===== src/adc_ctrl_pkg.sv =====
// constants and types for the converter register control block
`default_nettype none
package adc_ctrl_pkg;
    localparam logic [7:0] OFF_DIV     = 8'hf2;
    localparam logic [7:0] OFF_CTRL    = 8'hf3;
    localparam logic [7:0] OFF_RES_LO  = 8'hf4;
    localparam logic [7:0] OFF_RES_HI  = 8'hf5;
    localparam logic [7:0] OFF_PINSEL  = 8'hf6;
    localparam int BIT_PSEUDO_IDLE_BIT = 6;
    localparam int BIT_EN     = 5;
    localparam int BIT_EOC    = 4;
    localparam int BIT_START  = 3;
    localparam logic [7:0] CTRL_RST   = 8'h00;
    localparam logic [4:0] DIV_RST    = 5'h00;
    localparam logic [9:0] RES_RST    = 10'h000;
    localparam logic [7:0] PINSEL_RST = 8'h00;
    localparam logic [5:0] DIV_ZERO_HALF = 6'h20; // 64 / 2
    localparam logic [3:0] CONV_CLOCKS   = 4'hb;  // 1 sample + 10 bits

    // control register fields
    typedef struct packed {
        logic       pseudo_idle_bit;
        logic       enable;
        logic       eoc;
        logic       start;
        logic [2:0] channel;
    } ctrl_t;

    // sfr bus request
    typedef struct packed {
        logic       wr;
        logic       rd;
        logic [7:0] addr;
        logic [7:0] wdata;
    } sfr_req_t;

    typedef enum logic [2:0] {
        S_IDLE   = 3'b001,
        S_SAMPLE = 3'b010,
        S_BITS   = 3'b100
    } conv_state_t;
endpackage
`default_nettype wire


===== src/adc_clk_gen.sv =====
// converter clock tick generator from the prescaler value
`timescale 1ns/1ps
`default_nettype none
module adc_clk_gen (
    // clock and reset
    input  wire logic       REF_CLK,
    input  wire logic       NRST,
    // control
    input  wire logic       run,
    input  wire logic [4:0] div,
    // tick out
    output logic            tick
);
    import adc_ctrl_pkg::*;
    logic [5:0] cnt_q, cnt_d, half;
    logic       ph_q, ph_d, tick_d;

    // half period: div, or 32 when div is zero, giving /2*div or /64
    always_comb begin
        half   = (div == DIV_RST) ? DIV_ZERO_HALF : {1'b0, div};
        cnt_d  = cnt_q;
        ph_d   = ph_q;
        tick_d = 1'b0;
        if (!run) begin
            cnt_d = 6'h00;
            ph_d  = 1'b0;
        end else if (cnt_q + 6'h01 >= half) begin
            cnt_d  = 6'h00;
            ph_d   = ~ph_q;
            tick_d = ph_q; // one tick per full converter clock
        end else begin
            cnt_d = cnt_q + 6'h01;
        end
    end

    // counter registers
    always_ff @(posedge REF_CLK or negedge NRST) begin
        if (!NRST) begin
            cnt_q <= 6'h00;
            ph_q  <= 1'b0;
            tick  <= 1'b0;
        end else begin
            cnt_q <= cnt_d;
            ph_q  <= ph_d;
            tick  <= tick_d;
        end
    end
endmodule // adc_clk_gen
`default_nettype wire


===== src/adc_sfr_control.sv =====
// converter special function registers and conversion sequencer
`timescale 1ns/1ps
`default_nettype none
module adc_sfr_control (
    // clock and reset
    input  wire logic                   REF_CLK,
    input  wire logic                   NRST,
    // sfr bus
    input  wire adc_ctrl_pkg::sfr_req_t SFR_REQ,
    output logic [7:0]                  SFR_RDATA,
    // interrupt enables from the interrupt controller and the request back to it
    input  wire logic                   CONV_IRQ_ENABLE,
    input  wire logic                   GLOBAL_IRQ_ENABLE,
    output logic                        CONV_IRQ,
    // analog core
    input  wire logic                   CORE_BIT,
    output logic [7:0]                  PIN_ANALOG,
    output logic [2:0]                  CORE_CHANNEL,
    output logic                        CORE_STANDBY_N,
    output logic                        CORE_SAMPLE,
    output logic                        CORE_STEP,
    output logic                        PSEUDO_IDLE
);
    import adc_ctrl_pkg::*;

    // register file
    ctrl_t       ctrl_q, ctrl_d;   // mode, enable, flag, start, channel
    logic [4:0]  div_q, div_d;     // prescaler value
    logic [7:0]  pins_q, pins_d;   // analog pin selection
    logic [9:0]  res_q, res_d;     // last finished result
    // sequencer
    logic [9:0]  sar_q, sar_d;     // decisions gathered msb first
    logic [3:0]  cnt_q, cnt_d;     // converter clocks used so far
    conv_state_t st_q, st_d;
    // comparator synchroniser
    logic        core_bit_s1_q, core_bit_s2_q;
    // internal strobes
    logic        tick, busy, done;
    // next values of the registered outputs
    logic [7:0]  rdata_d;
    logic        irq_d, samp_d, step_d;

    // a write strobe aimed at one register offset
    function automatic logic hit(input sfr_req_t r, input logic [7:0] a);
        hit = r.wr && (r.addr == a);
    endfunction

    // a start may run only with the converter on and its pin analog;
    // the sequencer and the start-bit clear both ask the same question
    function automatic logic start_ok(input ctrl_t c,
                                      input logic [7:0] p);
        start_ok = c.enable && p[c.channel];
    endfunction

    // converter clock ticks; the divider only runs while busy so each
    // conversion starts from a fresh phase
    adc_clk_gen adc_clk_gen_inst (
        .REF_CLK (REF_CLK),
        .NRST    (NRST),
        .run     (busy),
        .div     (div_q),
        .tick    (tick)
    );

    // the divider runs, and the core is sequenced, only outside idle
    assign busy = (st_q != S_IDLE);

    // conversion sequencer, paced by converter clock ticks
    always_comb begin
        st_d   = st_q;
        cnt_d  = cnt_q;
        sar_d  = sar_q;
        done   = 1'b0;
        samp_d = 1'b0;
        step_d = 1'b0;
        case (st_q)
            S_IDLE: begin
                // start only if enabled and channel pin is analog
                if (ctrl_q.start && start_ok(ctrl_q, pins_q)) begin
                    st_d  = S_SAMPLE;
                    cnt_d = 4'h0;
                end
            end
            S_SAMPLE: begin
                // hold the sample switch closed for one converter clock
                samp_d = 1'b1;
                if (tick) begin
                    st_d  = S_BITS;
                    cnt_d = 4'h1;
                end
            end
            S_BITS: begin
                if (tick) begin
                    step_d = 1'b1;
                    // one decision per tick, shifted in msb first
                    sar_d  = {sar_q[8:0], core_bit_s2_q};
                    if (cnt_q == CONV_CLOCKS - 4'h1) begin
                        st_d = S_IDLE;
                        done = 1'b1;
                    end else begin
                        cnt_d = cnt_q + 4'h1;
                    end
                end
            end
            // an illegal one-hot code falls back to idle
            default: st_d = S_IDLE;
        endcase
        // dropping enable aborts into standby
        // a partial result is thrown away, the flag stays as it was
        if (!ctrl_q.enable) begin
            st_d = S_IDLE;
            done = 1'b0;
        end
    end

    // register writes and hardware updates
    always_comb begin
        ctrl_d = ctrl_q;
        div_d  = div_q;
        pins_d = pins_q;
        res_d  = res_q;
        // bit 7 of a control write has no storage
        if (hit(SFR_REQ, OFF_CTRL))
            ctrl_d = ctrl_t'(SFR_REQ.wdata[6:0]);
        if (hit(SFR_REQ, OFF_DIV))
            div_d = SFR_REQ.wdata[4:0];
        if (hit(SFR_REQ, OFF_PINSEL))
            pins_d = SFR_REQ.wdata;
        // a start on a digital pin or while disabled is dropped
        if (st_q == S_IDLE && ctrl_q.start && !start_ok(ctrl_q, pins_q))
            ctrl_d.start = 1'b0;
        // conversion end: result, flag and start move on one edge, and a
        // flag clear written in the same cycle loses to the set
        if (done) begin
            res_d         = sar_d;
            ctrl_d.start  = 1'b0;
            ctrl_d.eoc    = 1'b1;   // set wins over clear
            ctrl_d.pseudo_idle_bit = 1'b0;   // wake from pseudo-idle
        end
    end

    // read mux, registered so the data comes straight from a flip-flop
    always_comb begin
        // reserved and unmapped bits read as zero
        case (SFR_REQ.addr)
            OFF_CTRL:   rdata_d = {1'b0, ctrl_d};
            OFF_DIV:    rdata_d = {3'h0, div_d};
            OFF_RES_HI: rdata_d = res_d[9:2];
            OFF_RES_LO: rdata_d = {6'h00, res_d[1:0]};
            OFF_PINSEL: rdata_d = pins_d;
            default:    rdata_d = 8'h00;
        endcase
        // request both local and global enable
        irq_d = ctrl_d.eoc && CONV_IRQ_ENABLE
                && GLOBAL_IRQ_ENABLE;
    end

    // sequencer registers
    always_ff @(posedge REF_CLK or negedge NRST) begin
        if (!NRST) begin
            st_q  <= S_IDLE;
            cnt_q <= 4'h0;
            sar_q <= RES_RST;
        end else begin
            st_q  <= st_d;
            cnt_q <= cnt_d;
            sar_q <= sar_d;
        end
    end

    // comparator level is asynchronous to REF_CLK; only the second
    // stage feeds the shift register, the first may go metastable
    always_ff @(posedge REF_CLK or negedge NRST) begin
        if (!NRST) begin
            core_bit_s1_q <= 1'b0;
            core_bit_s2_q <= 1'b0;
        end else begin
            core_bit_s1_q <= CORE_BIT;
            core_bit_s2_q <= core_bit_s1_q;
        end
    end

    // software visible registers
    always_ff @(posedge REF_CLK or negedge NRST) begin
        if (!NRST) begin
            ctrl_q <= ctrl_t'(CTRL_RST[6:0]);
            div_q  <= DIV_RST;
            pins_q <= PINSEL_RST;
            res_q  <= RES_RST;
        end else begin
            ctrl_q <= ctrl_d;
            div_q  <= div_d;
            pins_q <= pins_d;
            res_q  <= res_d;
        end
    end

    // registered outputs; the register copies are built from next values so each moves on the
    // same edge as the register it mirrors; CORE_SAMPLE and CORE_STEP follow the state one edge later
    always_ff @(posedge REF_CLK or negedge NRST) begin
        if (!NRST) begin
            SFR_RDATA      <= 8'h00;
            CONV_IRQ       <= 1'b0;
            PIN_ANALOG     <= PINSEL_RST;
            CORE_CHANNEL   <= 3'h0;
            CORE_STANDBY_N <= 1'b0;
            CORE_SAMPLE    <= 1'b0;
            CORE_STEP      <= 1'b0;
            PSEUDO_IDLE    <= 1'b0;
        end else begin
            SFR_RDATA      <= rdata_d;
            CONV_IRQ       <= irq_d;
            PIN_ANALOG     <= pins_d;
            CORE_CHANNEL   <= ctrl_d.channel;
            CORE_STANDBY_N <= ctrl_d.enable;
            CORE_SAMPLE    <= samp_d;
            CORE_STEP      <= step_d;
            PSEUDO_IDLE    <= ctrl_d.pseudo_idle_bit && ctrl_d.start;
        end
    end
endmodule // adc_sfr_control
`default_nettype wire


===== config.mk =====
export PLATFORM = sky130hd
export DESIGN_NAME = adc_sfr_control
export DESIGN_NICKNAME = d
export VERILOG_FILES = /design/src/adc_ctrl_pkg.sv /design/src/adc_clk_gen.sv /design/src/adc_sfr_control.sv
export SDC_FILE = /design/constraint.sdc
export NUM_CORES = 1
export LEC_CHECK = 0
export BUFFER_PORTS_ARGS = -buffer_cell sky130_fd_sc_hd__buf_2
export CORE_MARGIN = 2
export CORE_UTILIZATION = 45
export DETAILED_ROUTE_END_ITERATION = 8
export SYNTH_ARGS = -nofsm -noshare
export SYNTH_HDL_FRONTEND = slang
export SYNTH_HIERARCHICAL = 1
export SYNTH_SLANG_ARGS = --single-unit
export TNS_END_PERCENT = 5

===== constraint.sdc =====
create_clock -name REF_CLK -period 3 [get_ports REF_CLK]
set_clock_uncertainty 0.05 [all_clocks]
set_input_delay 0 -clock REF_CLK [delete_from_list [all_inputs] [get_ports REF_CLK]]
set_output_delay 0 -clock REF_CLK [all_outputs]
set_load 0.05 [all_outputs]

### Word-level counts from Yosys, hierarchy flattened

Index checks and enable logic that the tools add are counted.

| word-level totals | value |
|---|---|
| logic and storage cells | 97 |
| input port bits | 23 |
| register bits after elaboration | 69 |
| output and inout port bits | 24 |

| cells by class | value |
|---|---|
| add/subtract/negate cells | 2 |
| reduce and logical (&&, ||, !) cells | 15 |
| muxes and demuxes | 37 |
| eq/ne operators | 19 |
| order comparisons | 2 |
| bitwise gates (word level) | 1 |

Operators by type and width:

| cell | count |
|---|---|
| 8-bit == test, second input constant | 5 |
| 8-bit case mux with 5 select lines | 1 |
| 10-bit two-way mux | 3 |
| 6-bit two-way mux | 3 |
| 4-bit two-way mux | 4 |
| 3-bit two-way mux | 5 |
| 1-bit two-way mux | 14 |
| 4-bit case mux with 3 select lines | 1 |
| 1-bit logical AND | 10 |
| 3-bit case mux with 3 select lines | 1 |
| 8-bit two-way mux | 1 |
| 7-bit two-way mux | 1 |
| 6-bit by 1-bit adder with 6-bit output, second input constant | 1 |
| 6-bit >= comparator | 1 |
| 2-bit != test, second input constant | 3 |
| 3-bit by 2-bit != test with 1-bit output, second input constant | 2 |
| 3-bit != test, second input constant | 2 |
| 5-bit zero test | 1 |
| 5-bit two-way mux | 1 |
| 5-bit AND reduction | 1 |
| 4-bit by 1-bit adder with 4-bit output, second input constant | 1 |
| 4-bit == test, second input constant | 1 |
| 3-bit by 4-bit less-than comparator with 1-bit output, second input constant | 1 |
| 2-bit by 1-bit != test with 1-bit output, second input constant | 2 |
| other kinds (10) | 10 |

### Logic depth before layout (Yosys ltp)

| logic depth | value |
|---|---|
| depth after elaboration | 9 |
| gate-level depth with buffers | 9 |
| mapped depth without buffers | 7 |

### By module

Netlist, hierarchy kept.

By module, submodules not included:

| module | times used | seq. area each (µm²) | area an instance (µm²) | cells each |
|---|---|---|---|---|
| adc_sfr_control | 1 | 1,502.7 | 2,842.7 | 273 |
| adc_clk_gen | 1 | 200.2 | 550.5 | 49 |

### Worst setup path after synthesis

No wires, ideal clock.

| path | value |
|---|---|
| path kind | reg-to-reg |
| start point | register PIN_ANALOG[7] |
| end point | register, netlist name cnt_q[0] |
| period minus slack after synthesis | 2,037 ps |
| path buffers | 0 |
| setup slack | 963 ps |
| stages on the path, launching flop included | 6 |
| arrival time | 1,862 ps |
| cells stage by stage | dfrtp_1 > mux4_2 > nor2_1 > a311oi_2 > o21ai_1 > mux2_2 |

RTL lines:

| element | line | RTL |
|---|---|---|
| start, declared | adc_sfr_control.sv:17 | `output logic [7:0] PIN_ANALOG,` |
| start signal, assigned | adc_sfr_control.sv:213 | `PIN_ANALOG <= pins_d;` |

### Worst setup path after layout

| path | value |
|---|---|
| start point | register st_q[1] |
| end point | register SFR_RDATA[7] |

| on the way | value |
|---|---|
| cells in the longest elaborated chain, start to end | 5 |

Ends and longest elaborated chain:

| element | line | RTL |
|---|---|---|
| start, declared | adc_sfr_control.sv:34 | `conv_state_t st_q, st_d;` |
| start signal, assigned | adc_sfr_control.sv:165 | `st_q <= st_d;` |
| 3-bit == test * | adc_sfr_control.sv:76 | `case (st_q)` |
| 1-bit two-way mux | adc_sfr_control.sv:76 |  |
| 1-bit two-way mux | adc_sfr_control.sv:110 | `if (!ctrl_q.enable) begin` |
| 10-bit two-way mux * | adc_sfr_control.sv:134 | `if (done) begin` |
| named net res_d[9] | adc_sfr_control.sv:30 | `logic [9:0] res_q, res_d;` |
| 8-bit case mux with 5 select lines * | adc_sfr_control.sv:145 | `case (SFR_REQ.addr)` |
| named net rdata_d[7] | adc_sfr_control.sv:40 | `logic [7:0] rdata_d;` |
| end signal, assigned | adc_sfr_control.sv:211 | `SFR_RDATA <= rdata_d;` |
| end, declared | adc_sfr_control.sv:10 | `output logic [7:0] SFR_RDATA,` |

The timed path passes the listed nets; every way through them passes the cells marked *.
A chain may end at the register's enable or synchronous reset.

==> results.json <==
{
  "yosys-top-cells-area": "dfrtp_1 (49%), mux2_2 (7.3%), nand2_1 (6.6%)",
  "design_area_um2": 4080,
  "vias": 2553,
  "drt_first_iter_violations": 127,
  "post-route-period-util": 0.916,
  "grtUsageTotal": 0.200,
  "synth_top_area_share": 0.494,
  "cts-root-buf": "clkbuf_8",
  "dieArea_um2": 8250,
  "core_area_um2": 7290,
  "cts_tree": "done",
  "synth_common_cells": "dfrtp_1 (67), nand2_1 (60), mux2_2 (22)",
  "rows": 31,
  "slew_headroom": 0.409,
  "grt_max_degree": 69,
  "nFillCells": 659,
  "synth_area_um2": 3390,
  "start_kind": "flip-flop",
  "dpl_cell_area_um2": 3690,
  "port_buffers": 45,
  "grt_pass1_vias": 2553,
  "cts_num_sinks": 68,
  "cts.clk_slew.worst_paths_ps": 80,
  "synth-seq-area-share": 0.502,
  "p_per_area_nw_per_um2": 497,
  "ios": 47,
  "min_period_ps": 2750,
  "grt_use_met1": 0.299,
  "critPathKind": "flip-flop to flip-flop",
  "clk_path_buf_depth": 2,
  "total_leakage_power_nw": 2.08,
  "synth-seq-cells": 68,
  "crit_required_ps": 3170,
  "syn_nets": 354,
  "cts.repair.resized": 0,
  "endpoint_kind": "flip-flop",
  "drc": 0,
  "antenna_cells": 0,
  "wire_per_inst_um": 15.4,
  "hpwl_mm": 5.09,
  "fin_nets": 412,
  "numCtsBuffers": 9,
  "drive_above_1_share": 0.271,
  "routed_wirelength_mm": 7.43,
  "rsz0062_at_grt": "no",
  "crit_fanout": 17,
  "use_met2": 0.292,
  "grt_use_met3": 0.0334,
  "worstHoldPathType": "input pin to flip-flop",
  "synth_edf_count": 0,
  "synth_most_common_cell": "dfrtp_1",
  "grt_busiest_layer": "met1",
  "worst_pin_slew_ps": 879,
  "multi_input_area_um2": 1560,
  "first_pass_iters": 4,
  "initial_core_util": 0.465,
  "via_per_inst": 5.29,
  "grt_pass1_wl_mm": 13.1,
  "arrival_ps": 2920,
  "fmax_mhz": 364,
  "syn_inst": 322,
  "ys_types": 61,
  "ant_nets": 0,
  "synthArstFlopShare": 1.00,
  "gp_congestion": 0.758,
  "setup_tns_ps": 0,
  "yosys_warnings": 6,
  "hold_violations": 0,
  "maxSlewViolCount": 0,
  "pre_cts_ws_ps": 775,
  "seqCellArea_um2": 1700,
  "synth-main-ff-cell": "dfrtp_1",
  "maxCapViolCount": 0,
  "clock_latency_ps": 330,
  "antenna_found_initial": 0,
  "overflow": 0,
  "setup_viol": 0,
  "status": "complete, no violations",
  "areaGrowthSynthToFinish_pct": 20.2,
  "yosysTopAreaCell": "dfrtp_1",
  "ir_drop_mv": 0.297,
  "die_w_um": 90.8,
  "syn_area_per_cell_um2": 10.5,
  "ctsHtreeMaxLevel": 3,
  "die_y_um": 90.8,
  "worst_slack_ps": 253
}
per-stage QoR:
step           hold WS, ps  power, mW  cells  utilization
5_1_grt                107       2.11    483        0.559
2_1_floorplan         -346       1.06    322            -
3_3_place_gp          59.8       1.12    453        0.506
6_report               108       2.03    483        0.559
3_5_place_dp          60.0       1.12    453        0.506
4_1_cts               82.7       2.05    483        0.559
power by group:
part,switching (mW),total (mW),internal (mW)
Sequential,0.0177,0.949,0.932
Combinational,0.107,0.171,0.0633
Clock,0.338,0.909,0.571
Total,0.463,2.03,1.57
sequential cells by signal, indices dropped and copies added (netlist names), 3 cells and up:
| name | count |
|---|---|
| cnt_q | 4 |
| SFR_RDATA | 8 |
| PIN_ANALOG | 8 |
| ctrl_q | 3 |
| sar_q | 9 |
| adc_clk_gen_inst/cnt_q | 6 |
| st_q | 3 |
| CORE_CHANNEL | 3 |
| div_q | 5 |
| res_q | 10 |
worst paths after layout:
kind / from / endpoint / slack (ps) / depth (start not counted)
max: st_q[1]$_DFFE_PN0P_ / SFR_RDATA[7]$_DFF_PN0_ / 250 / 9
min: SFR_REQ[10] / SFR_RDATA[6]$_DFF_PN0_ / 110 / 3
max reg2reg: st_q[1]$_DFFE_PN0P_ / SFR_RDATA[7]$_DFF_PN0_ / 250 / 9
min reg2reg: core_bit_s1_q$_DFF_PN0_ / core_bit_s2_q$_DFF_PN0_ / 300 / 0
max in group asynchronous: NRST / SFR_RDATA[1]$_DFF_PN0_ / 2010 / 3
min in group asynchronous: NRST / CORE_SAMPLE$_DFF_PN0_ / 340 / 3
metal layers:
layer  vias to the layer above  wire length (µm)
met3                         8               290
li1                       1239                 -
met4                         0                76
met5                         -                 0
met1                      1248              3650
met2                        58              3410
timing repair:
action / in CTS / in global routing
setup buffers: 0 / 0
hold endpoints to repair: 89 / 0
hold buffers: 15 / 0
final cells by class:
cell class | count | share of cell area
multi-input combinational | 222 | 0.381
clock inverter | 4 | 0.0239
tap | 99 | 0.0304
inverter | 16 | 0.0147
clock buffer | 11 | 0.0347
timing repair buffer | 63 | 0.0975
sequential | 68 | 0.417
kinds of logic after synthesis:
family | Yosys count | share of synthesized area
compound gates | 52 | 0.117
buf+inv | 32 | 0.0398
xor+xnor | 4 | 0.0125
fa+ha+maj | 9 | 0.0332
mux | 35 | 0.115
simple gates | 122 | 0.181
flops | 68 | 0.502
cells in the final DEF, fill, tap and decap left out, drive strengths merged, types with 13 or more instances in the layout:
cell	Yosys	layout
dfrtp	67	67
buf	7	48
inv	16	16
nand2	60	60
nor2	14	14
dlygate4sd3	0	15
o21ai	13	13
nand3	14	14
mux2	23	23
critical path, cell delays in order, from the launching register on:
cell,delay [ps]
dfrtp_1,470
nor3b_2,240
nand2_1,70
buf_4,180
inv_1,90
nand3_2,310
mux2_2,410
a31oi_1,200
nor3_1,70
dlygate4sd3_1,550
(Power assumes the default switching activity.)
